$ cat src/rtl/fsksl_pkg.sv
package fsksl_pkg;

   // Frequency word layout: high, middle and low bytes; bit 0 of the low byte is spur_spread_enable.
   localparam int FREQ_W         = 24;
   localparam int SPUR_SPREAD_ENABLE_BIT     = 0;
   // Synthesizer offsets scaled to 2^15 or 2^14 fractional units of the reference.
   localparam logic [17:0] LOW_BAND_BASE  = 18'h06000;
   localparam logic [17:0] HIGH_BAND_BASE = 18'h06000;
   localparam int LOW_BAND_SHIFT  = 15;
   localparam int HIGH_BAND_SHIFT = 14;
   // Deviation exponent offsets per band.
   localparam int LOW_DEV_OFFSET  = 16;
   localparam int HIGH_DEV_OFFSET = 15;
   // IF and decimation.
   localparam int IF_DIV_BASE     = 8;
   localparam int ADC_PER_IF      = 4;
   localparam int CHBW_BASE_HZ    = 307200;
   // Slicer.
   localparam logic [2:0] MIN_TRANSITIONS = 3'h3;
   localparam int SAMPLE_W        = 12;
   localparam logic [11:0] IF_CENTER = 12'h000;
   localparam int OVERSAMPLE      = 8;
   localparam logic [2:0] VOTE_THRESH = 3'h4;
   // FIFO.
   localparam int FIFO_W          = 1;
   localparam int FIFO_DEPTH      = 8;

   typedef enum logic [1:0] {
      FSKSL_HUNT   = 2'b00,
      FSKSL_LEVEL  = 2'b01,
      FSKSL_LOCKED = 2'b10
   } fsksl_state_t;

endpackage : fsksl_pkg

$ cat src/rtl/fsksl_core.sv
`timescale 1ns/1ns
`default_nettype none
// Summary of operation
// RULE1: Two frequency words; a select bit picks which drives the synthesizer.
// RULE2: Each word is three bytes; low byte bit 0 is the spur_spread_enable enable.
// RULE3: Lower band: fref times (3/4 plus (word+spur_spread_enable/2)/32768).
// RULE4: Upper band: fref times (3/2 plus (word+spur_spread_enable/2)/16384).
// RULE5: Band bit 0 picks lower band, 1 picks upper band.
// RULE6: Reference is crystal divided by one plus the 3-bit divider.
// RULE7: Software picks smallest divider meeting reference limits.
// RULE8: Deviation is fref times mantissa times 2^(exponent-16 or -15).
// RULE9: Symbol zero sent at carrier minus deviation, one at plus.
// RULE10: Zero mantissa selects on-off keying.
// RULE11: Shaping bit enables Gaussian transmit shaping.
// RULE12: Software programs receive word as carrier minus IF.
// RULE13: Software should enable dithering for lower spurs.
// RULE14: IF is crystal over 8 times one plus ADC divider.
// RULE15: Software sets filter bypass outside 300-320 kHz IF or high rates.
// RULE16: Channel bandwidth is 307.2 kHz over one plus decimation field.
// RULE17: Software uses decimation 24 or 15 for narrow channels.
// RULE18: Synchronizer aligns bit clock, decides bits by oversampled voting.
// RULE19: Transmitter sends alternating preamble so synchronizer can lock.
// RULE20: Transition recorded on shift beyond expected deviation; level is min/max mean.
// RULE21: Three transitions form a level; slicer_avg_length field lengthens averaging.
// RULE22: Slicer_avg_length zero disables averaging; level assumes symmetry around IF.
module fsksl_core
   import fsksl_pkg::*;
(
   input  wire logic                mclk_i,
   input  wire logic                rst_b_i,
   input  wire logic [7:0]          freq_first_hi_i,
   input  wire logic [7:0]          freq_first_mid_i,
   input  wire logic [7:0]          freq_first_lo_i,
   input  wire logic [7:0]          freq_second_hi_i,
   input  wire logic [7:0]          freq_second_mid_i,
   input  wire logic [7:0]          freq_second_lo_i,
   input  wire logic                freq_select_i,
   input  wire logic                band_choice_i,
   input  wire logic [2:0]          ref_divider_i,
   input  wire logic [3:0]          tx_shift_mantissa_i,
   input  wire logic [2:0]          tx_shift_exponent_i,
   input  wire logic                tx_shaping_i,
   input  wire logic                tx_symbol_i,
   input  wire logic [2:0]          adc_divider_i,
   input  wire logic                filter_bypass_i,
   input  wire logic [4:0]          decimation_factor_i,
   input  wire logic [1:0]          rx_shift_exponent_i,
   input  wire logic [3:0]          rx_shift_mantissa_i,
   input  wire logic [1:0]          slicer_avg_length_i,
   input  wire logic                demod_valid_i,
   input  wire logic signed [11:0]  demod_freq_i,
   input  wire logic                bit_ready_i,
   output logic [FREQ_W-2:0]        synth_word_o,
   output logic                     spur_spread_enable_o,
   output logic                     band_choice_o,
   output logic [2:0]               ref_divider_o,
   output logic [3:0]               ref_div_ratio_o,
   output logic [17:0]              synth_base_o,
   output logic [3:0]               synth_frac_shift_o,
   output logic signed [4:0]        tx_shift_mantissa_o,
   output logic signed [5:0]        tx_shift_power_o,
   output logic                     ook_mode_o,
   output logic                     tx_gauss_o,
   output logic [6:0]               if_div_ratio_o,
   output logic [4:0]               adc_div_ratio_o,
   output logic                     filter_bypass_o,
   output logic [5:0]               chbw_div_ratio_o,
   output logic signed [11:0]       slice_level_o,
   output logic                     slicer_locked_o,
   output logic                     bit_data_o,
   output logic                     bit_valid_o,
   output logic                     fifo_overflow_o
);

   ////////////////////////////////////////////////////////////////////////////
   // Synthesizer and receive-chain configuration mapping.

   logic [FREQ_W-1:0]  word_first;
   logic [FREQ_W-1:0]  word_second;
   logic [FREQ_W-1:0]  word_sel;
   logic [FREQ_W-2:0]  synth_word_next;
   logic               spur_spread_enable_next;
   logic [17:0]        synth_base_next;
   logic [3:0]         frac_shift_next;
   logic signed [5:0]  power_next;
   logic signed [4:0]  mant_next;
   logic [FREQ_W-2:0]  synth_word_reg;
   logic               spur_spread_enable_reg;
   logic               band_reg;
   logic [2:0]         ref_div_reg;
   logic [3:0]         ref_ratio_reg;
   logic [17:0]        synth_base_reg;
   logic [3:0]         frac_shift_reg;
   logic signed [4:0]  mant_reg;
   logic signed [5:0]  power_reg;
   logic               ook_reg;
   logic               gauss_reg;
   logic [6:0]         if_ratio_reg;
   logic [4:0]         adc_ratio_reg;
   logic               bypass_reg;
   logic [5:0]         chbw_ratio_reg;

   always_comb begin
      word_first  = {freq_first_hi_i, freq_first_mid_i, freq_first_lo_i};    // [RULE2]
      word_second = {freq_second_hi_i, freq_second_mid_i, freq_second_lo_i}; // [RULE2]
      word_sel    = freq_select_i ? word_second : word_first;                // [RULE1]
      synth_word_next = word_sel[FREQ_W-1:1];                                // [RULE2]
      spur_spread_enable_next     = word_sel[SPUR_SPREAD_ENABLE_BIT];                                // [RULE2]
      if (band_choice_i) begin                                               // [RULE5]
         synth_base_next = HIGH_BAND_BASE;                                   // [RULE4]
         frac_shift_next = 4'(HIGH_BAND_SHIFT);
         power_next = 6'($signed({3'h0, tx_shift_exponent_i}) - HIGH_DEV_OFFSET); // [RULE8]
      end else begin
         synth_base_next = LOW_BAND_BASE;                                    // [RULE3]
         frac_shift_next = 4'(LOW_BAND_SHIFT);
         power_next = 6'($signed({3'h0, tx_shift_exponent_i}) - LOW_DEV_OFFSET); // [RULE8]
      end
      // Mantissa sign carries the symbol.
      if (tx_symbol_i) begin                                                 // [RULE9]
         mant_next = $signed({1'b0, tx_shift_mantissa_i});
      end else begin
         mant_next = -$signed({1'b0, tx_shift_mantissa_i});
      end
   end

   always_ff @(posedge mclk_i or negedge rst_b_i) begin
      if (!rst_b_i) begin
         synth_word_reg <= '0;
         spur_spread_enable_reg     <= 1'b0;
         band_reg       <= 1'b0;
         ref_div_reg    <= 3'h0;
         ref_ratio_reg  <= 4'h1;
         synth_base_reg <= LOW_BAND_BASE;
         frac_shift_reg <= 4'(LOW_BAND_SHIFT);
         mant_reg       <= '0;
         power_reg      <= '0;
         ook_reg        <= 1'b1;
         gauss_reg      <= 1'b0;
         if_ratio_reg   <= 7'(IF_DIV_BASE);
         adc_ratio_reg  <= 5'(ADC_PER_IF);
         bypass_reg     <= 1'b0;
         chbw_ratio_reg <= 6'h01;
      end else begin
         synth_word_reg <= synth_word_next;
         spur_spread_enable_reg     <= spur_spread_enable_next;
         band_reg       <= band_choice_i;
         ref_div_reg    <= ref_divider_i;
         ref_ratio_reg  <= {1'b0, ref_divider_i} + 4'h1;                       // [RULE6]
         synth_base_reg <= synth_base_next;
         frac_shift_reg <= frac_shift_next;
         mant_reg       <= mant_next;
         power_reg      <= power_next;
         ook_reg        <= (tx_shift_mantissa_i == 4'h0);                      // [RULE10]
         gauss_reg      <= tx_shaping_i;                                       // [RULE11]
         if_ratio_reg   <= 7'(IF_DIV_BASE) * ({4'h0, adc_divider_i} + 7'h01); // [RULE14]
         adc_ratio_reg  <= 5'(IF_DIV_BASE / ADC_PER_IF) * ({2'h0, adc_divider_i} + 5'h01); // [RULE14]
         bypass_reg     <= filter_bypass_i;
         chbw_ratio_reg <= {1'b0, decimation_factor_i} + 6'h01;                // [RULE16]
      end
   end

   ////////////////////////////////////////////////////////////////////////////
   // Adaptive data slicer.

   logic signed [11:0] min_reg;
   logic signed [11:0] min_next;
   logic signed [11:0] max_reg;
   logic signed [11:0] max_next;
   logic signed [11:0] level_reg;
   logic signed [11:0] level_next;
   logic signed [11:0] prev_reg;
   logic signed [11:0] prev_next;
   logic [2:0]         trans_reg;
   logic [2:0]         trans_next;
   fsksl_state_t       state_reg;
   fsksl_state_t       state_next;
   logic signed [12:0] exp_dev;
   logic signed [12:0] diff;
   logic signed [12:0] mean;
   logic signed [12:0] smooth;
   logic [3:0]         avg_shift;
   logic               transition;
   logic               locked_reg;

   always_comb begin
      exp_dev    = 13'($signed({1'b0, rx_shift_mantissa_i}) <<< rx_shift_exponent_i); // [RULE20]
      diff       = 13'(demod_freq_i) - 13'(prev_reg);
      transition = demod_valid_i && ((diff > exp_dev) || (-diff > exp_dev));   // [RULE20]
      mean       = (13'(min_reg) + 13'(max_reg)) >>> 1;                        // [RULE20]
      avg_shift  = {2'h0, slicer_avg_length_i};                                // [RULE21]
      smooth     = 13'(level_reg) + ((mean - 13'(level_reg)) >>> avg_shift);   // [RULE21]
      min_next   = min_reg;
      max_next   = max_reg;
      prev_next  = prev_reg;
      trans_next = trans_reg;
      level_next = level_reg;
      state_next = state_reg;
      if (demod_valid_i) begin
         if (demod_freq_i < min_reg) min_next = demod_freq_i;
         if (demod_freq_i > max_reg) max_next = demod_freq_i;
         if (transition) prev_next = demod_freq_i;
      end
      if (transition && trans_reg != MIN_TRANSITIONS) begin
         trans_next = trans_reg + 3'h1;
      end
      case (state_reg)
         FSKSL_HUNT: begin
            if (trans_reg == MIN_TRANSITIONS) state_next = FSKSL_LEVEL;      // [RULE21]
         end
         FSKSL_LEVEL: begin
            level_next = 12'(mean);
            state_next = FSKSL_LOCKED;
         end
         FSKSL_LOCKED: begin
            if (transition) level_next = 12'(smooth);                         // [RULE21]
         end
         default: state_next = FSKSL_HUNT;
      endcase
      if (slicer_avg_length_i == 2'h0) begin                                 // [RULE22]
         level_next = IF_CENTER;
         state_next = FSKSL_LOCKED;
      end
   end

   always_ff @(posedge mclk_i or negedge rst_b_i) begin
      if (!rst_b_i) begin
         min_reg   <= 12'h7ff;
         max_reg   <= 12'h800;
         level_reg <= IF_CENTER;
         prev_reg  <= 12'h000;
         trans_reg <= 3'h0;
         state_reg <= FSKSL_HUNT;
         locked_reg <= 1'b0;
      end else begin
         min_reg   <= min_next;
         max_reg   <= max_next;
         level_reg <= level_next;
         prev_reg  <= prev_next;
         trans_reg <= trans_next;
         state_reg <= state_next;
         locked_reg <= (state_next == FSKSL_LOCKED);
      end
   end

   ////////////////////////////////////////////////////////////////////////////
   // Bit synchronizer: majority vote over an oversampled bit period.

   logic [2:0] phase_reg;
   logic [2:0] phase_next;
   logic [3:0] ones_reg;
   logic [3:0] ones_next;
   logic       slice_prev_reg;
   logic       slice_prev_next;
   logic       slice_bit;
   logic       bit_push;
   logic       bit_val;
   logic       fifo_in_ready;
   logic       fifo_out_valid;
   logic [0:0] fifo_out_data;
   logic       out_data_reg;
   logic       out_valid_reg;
   logic       ovf_reg;
   logic       ovf_next;

   always_comb begin
      slice_bit       = demod_freq_i > level_reg;
      phase_next      = phase_reg;
      ones_next       = ones_reg;
      slice_prev_next = slice_prev_reg;
      bit_push        = 1'b0;
      bit_val         = 1'b0;
      if (demod_valid_i && state_reg == FSKSL_LOCKED) begin
         slice_prev_next = slice_bit;
         if (slice_bit != slice_prev_reg) begin                               // [RULE18]
            // Realign the bit clock so the next decision lands on the last of the symbol's OVERSAMPLE samples.
            phase_next = 3'h1;
            ones_next  = 4'(slice_bit);
         end else begin
            phase_next = phase_reg + 3'h1;
            ones_next  = ones_reg + 4'(slice_bit);
            if (phase_reg == 3'(OVERSAMPLE - 1)) begin                        // [RULE18]
               bit_push  = 1'b1;
               bit_val   = (ones_next >= 4'(VOTE_THRESH));
               ones_next = 4'h0;
            end
         end
      end
      ovf_next = ovf_reg | (bit_push & ~fifo_in_ready);
   end

   always_ff @(posedge mclk_i or negedge rst_b_i) begin
      if (!rst_b_i) begin
         phase_reg      <= 3'h0;
         ones_reg       <= 4'h0;
         slice_prev_reg <= 1'b0;
         ovf_reg        <= 1'b0;
         out_data_reg   <= 1'b0;
         out_valid_reg  <= 1'b0;
      end else begin
         phase_reg      <= phase_next;
         ones_reg       <= ones_next;
         slice_prev_reg <= slice_prev_next;
         ovf_reg        <= ovf_next;
         out_data_reg   <= fifo_out_data[0];
         out_valid_reg  <= fifo_out_valid & bit_ready_i;
      end
   end

   fsksl_fifo #(
      .WIDTH (FIFO_W),
      .DEPTH (FIFO_DEPTH)
   ) u_fifo (
      .mclk_i      (mclk_i),
      .rst_b_i     (rst_b_i),
      .in_data_i   (bit_val),
      .in_valid_i  (bit_push),
      .in_ready_o  (fifo_in_ready),
      .out_data_o  (fifo_out_data),
      .out_valid_o (fifo_out_valid),
      .out_ready_i (bit_ready_i)
   );

   ////////////////////////////////////////////////////////////////////////////
   // Outputs.

   assign synth_word_o         = synth_word_reg;
   assign spur_spread_enable_o = spur_spread_enable_reg;
   assign band_choice_o        = band_reg;
   assign ref_divider_o        = ref_div_reg;
   assign ref_div_ratio_o      = ref_ratio_reg;
   assign synth_base_o         = synth_base_reg;
   assign synth_frac_shift_o   = frac_shift_reg;
   assign tx_shift_mantissa_o  = mant_reg;
   assign tx_shift_power_o     = power_reg;
   assign ook_mode_o           = ook_reg;
   assign tx_gauss_o           = gauss_reg;
   assign if_div_ratio_o       = if_ratio_reg;
   assign adc_div_ratio_o      = adc_ratio_reg;
   assign filter_bypass_o      = bypass_reg;
   assign chbw_div_ratio_o     = chbw_ratio_reg;
   assign slice_level_o        = level_reg;
   assign slicer_locked_o      = locked_reg;
   assign bit_data_o           = out_data_reg;
   assign bit_valid_o          = out_valid_reg;
   assign fifo_overflow_o      = ovf_reg;

endmodule : fsksl_core
`default_nettype wire

$ cat src/rtl/fsksl_fifo.sv
`timescale 1ns/1ns
`default_nettype none
module fsksl_fifo #(
   parameter int WIDTH = 1,
   parameter int DEPTH = 8
) (
   input  wire logic             mclk_i,
   input  wire logic             rst_b_i,
   input  wire logic [WIDTH-1:0] in_data_i,
   input  wire logic             in_valid_i,
   output logic                  in_ready_o,
   output logic      [WIDTH-1:0] out_data_o,
   output logic                  out_valid_o,
   input  wire logic             out_ready_i
);
   localparam int AW = $clog2(DEPTH);

   logic [WIDTH-1:0] mem [DEPTH];
   logic [AW-1:0]    wr_reg;
   logic [AW-1:0]    wr_next;
   logic [AW-1:0]    rd_reg;
   logic [AW-1:0]    rd_next;
   logic [AW:0]      cnt_reg;
   logic [AW:0]      cnt_next;
   logic             push;
   logic             pop;

   always_comb begin
      push     = in_valid_i && in_ready_o;
      pop      = out_ready_i && out_valid_o;
      wr_next  = push ? wr_reg + 1'b1 : wr_reg;
      rd_next  = pop ? rd_reg + 1'b1 : rd_reg;
      cnt_next = cnt_reg + (AW+1)'(push) - (AW+1)'(pop);
   end

   always_ff @(posedge mclk_i or negedge rst_b_i) begin
      if (!rst_b_i) begin
         wr_reg  <= '0;
         rd_reg  <= '0;
         cnt_reg <= '0;
      end else begin
         wr_reg  <= wr_next;
         rd_reg  <= rd_next;
         cnt_reg <= cnt_next;
      end
   end

   always_ff @(posedge mclk_i) begin
      if (push) begin
         mem[wr_reg] <= in_data_i;
      end
   end

   assign in_ready_o  = (cnt_reg != (AW+1)'(DEPTH));
   assign out_valid_o = (cnt_reg != '0);
   assign out_data_o  = mem[rd_reg];
endmodule : fsksl_fifo
`default_nettype wire

$ cat config.mk
export PLATFORM = sky130hd
export DESIGN_NAME = fsksl_core
export DESIGN_NICKNAME = d
export VERILOG_FILES = /design/src/rtl/fsksl_pkg.sv /design/src/rtl/fsksl_core.sv /design/src/rtl/fsksl_fifo.sv
export SDC_FILE = /design/constraint.sdc
export NUM_CORES = 1
export LEC_CHECK = 0
export BUFFER_PORTS_ARGS = -buffer_cell sky130_fd_sc_hd__buf_4
export CORE_MARGIN = 10
export CORE_UTILIZATION = 35
export DETAILED_ROUTE_END_ITERATION = 8
export HOLD_SLACK_MARGIN = 0.03
export PLACE_DENSITY = 0.57
export SETUP_SLACK_MARGIN = 0.02
export SLEW_MARGIN = 20
export SYNTH_ARGS = -nofsm -noshare
export SYNTH_HDL_FRONTEND = slang
export SYNTH_SLANG_ARGS = --single-unit
$ cat constraint.sdc
create_clock -name mclk_i -period 8 [get_ports mclk_i]
set_clock_uncertainty 0.05 [all_clocks]
set_input_delay 1.2 -clock mclk_i [delete_from_list [all_inputs] [get_ports mclk_i]]
set_output_delay 1.2 -clock mclk_i [all_outputs]
set_load 0.05 [all_outputs]
==> metrics <==
Synth Warn # 0; WP data arrival 6.33 ns; clock tree root buffer cell clkbuf_16; Synth Flop Type dfrtp_1; postcts setup bufs 0; commonest non-fill, non-tap cells in the layout buf_4 (177), ha_1 (118), dfrtp_1 (115); WHS 0.426 ns; crit path time final 6.01 ns; worst path required time 8.31 ns; routed vias/inst 4.95; share of the synthesized area in the top cell type 0.281; max-cap violation count 0; Tcrit/Tclk final 0.752; commonest non-fill, non-tap cell in the layout buf_4; Worst slew margin 0.354; Mapped Area 0.0102 mm2; Post-DRT Antenna Nets 0; GRT Overall Usage 0.143; Avg WL per Cell 15.9 um; CTS H-Tree Depth 4; CTS buffer count 17; sequential area share after synthesis 0.351; RSZ-0062 raised after global routing no; Worst-path clk slew 0.07 ns; gpl congestion 0.818; clk sink count 141; Remaining DRCs 0; FF-to-FF setup slack 1.99 ns; CTS tree built; Synth area leaders dfrtp_1 (28%), ha_1 (14%), mux2_2 (6.2%), dfstp_2 (4.6%), xnor2_1 (3.3%); fin util 0.430; slew of the pin with the lowest slew margin 0.970 ns; Port-buffer cells 171; die area 0.0365 mm2; hold violation count in the final report 0; Area Growth Syn to Fin 21.0%; global-route wire length before repair 42,300 um; Sum Neg Setup Slack 0 ns; Worst Setup End Kind flop; cell taking the most area after synthesis dfrtp_1; status complete, no violations; Hold WC Path Type reg2reg; Initial Util 0.356; FP Rows 62; startpoint class of the critical path flop; hold_buf cts 0; Final Cell Area 0.0124 mm2; Die Y 191 um; Initial DRC Count 317; Max Slew Vio Count 0; final wirelength 25,500 um; TritonRoute pass-1 iters 4; # IOs 197; post-DP HPWL 20,200 um; FF+latch count, synth 141; CP Max Fanout 6; max reg flops 23; DR vias 7,906; Die Span X 191 um; Worst-Skew Late Latency 0.43 ns; number of synthesized flops with an enable pin 8; antenna violations before repair 0; vias in the first global route 8,382; ys async rst share 0.943; post-cts resize count 0; Clock Path Buffers 2; CP Class reg2reg; # fillers 2,840; post-synth cell types 78; Fmax 0.166 GHz; syn_area_per_cell 9.86 um2; Core Region 0.0288 mm2; DP Area 0.0118 mm2; largest net degree at the start of global routing 69; n_diodes 0; GRT overflow 0; final setup fails 0; fraction of layout cells with a size suffix above 1 0.262; Gate Count Post-Synth 1,038; Nets 1,419
## layer usage
metal | GRT usage | part of all wire
met1 | 0.174 | 0.44
met2 | 0.233 | 0.46
met3 | 0.0503 | 0.082
met4 | 0.0376 | 0.0099
met5 | 0 | 0
## critical path, cell delays in order (launching register included)
cell and delay (ns):
dfrtp_1 0.42, and2_1 0.16, fa_1 0.40, a21o_1 0.18
a21oi_1 0.21, nor2b_1 0.07, o21a_1 0.19, o41ai_1 0.41
o21ai_0 0.24, xor2_1 0.20, ha_1 0.36, and3_1 0.20
and3_1 0.19, o211a_1 0.11, or3_1 0.36, and2_1 0.18
mux2i_1 0.18, mux2i_1 0.11, ha_1 0.36, or4b_2 0.68
o21ai_0 0.11, nor4_1 0.08, o311ai_0 0.29, mux2_4 0.20
## through the flow
step           cells  setup WS, ns
6_report        1598          1.99
5_1_grt         1598          1.54
4_1_cts         1598          1.97
3_5_place_dp    1566          1.96
3_3_place_gp    1566          2.04
2_1_floorplan   1062          2.48
## layout make-up
cell class / count / area, um2 / area share
Timing Repair Buffer: 178 / 1340 / 0.108
Tap cell: 384 / 480 / 0.0388
Sequential cell: 141 / 3590 / 0.290
Multi-Input combinational cell: 776 / 6060 / 0.489
Inverter: 87 / 327 / 0.0264
Clock buffer: 17 / 425 / 0.0344
Clock inverter: 15 / 156 / 0.0126
## logic make-up (layout without fill, tap and decap cells)
kind of cell | Yosys count | after routing | share of synthesized area
compound gates | 210 | 210 | 0.136
xor+xnor | 57 | 57 | 0.0495
fa+ha+maj | 123 | 123 | 0.154
buf+inv | 145 | 297 | 0.0671
flops | 141 | 141 | 0.351
mux | 96 | 96 | 0.109
other cells | 2 | 26 | 0.000734
simple gates | 264 | 264 | 0.133
## synthesized netlist by cell type (6+ instances only)
| library cell | number |
|---|---|
| buf_4 | 28 |
| and3_1 | 9 |
| mux2i_1 | 28 |
| o21ai_0 | 33 |
| inv_1 | 86 |
| or2_2 | 7 |
| clkbuf_1 | 25 |
| nor3_1 | 11 |
| a31oi_1 | 6 |
| o211ai_1 | 16 |
| nor2_1 | 58 |
| nand4_1 | 10 |
| mux2_2 | 56 |
| dfrtp_1 | 115 |
| nand2b_1 | 15 |
| dfstp_2 | 18 |
| xor2_1 | 18 |
| a21o_1 | 19 |
| o31ai_1 | 18 |
| o21a_1 | 16 |
| nor2b_1 | 15 |
| mux2_4 | 9 |
| a21oi_1 | 57 |
| ha_1 | 118 |
| nand2_1 | 59 |
| xnor2_1 | 38 |
| nand3_1 | 41 |
| edfxtp_1 | 8 |
## path summary, 6_finish.rpt
path                                          start                       endpoint  cells after the start
min reg2reg                phase_reg[2]$_DFFE_PN0P_       phase_reg[2]$_DFFE_PN0P_                      2
min                        phase_reg[2]$_DFFE_PN0P_       phase_reg[2]$_DFFE_PN0P_                      2
max in group asynchronous                   rst_b_i      synth_word_o[6]$_DFF_PN0_                      2
max                          max_reg[0]$_DFFE_PN0P_  slice_level_o[10]$_DFFE_PN0P_                     23
min in group asynchronous                   rst_b_i   slice_level_o[1]$_DFFE_PN0P_                      1
max reg2reg                  max_reg[0]$_DFFE_PN0P_  slice_level_o[10]$_DFFE_PN0P_                     23
Power is not shown: default switching activity piles up to over one toggle a cycle in this logic, so the estimate is an artifact.
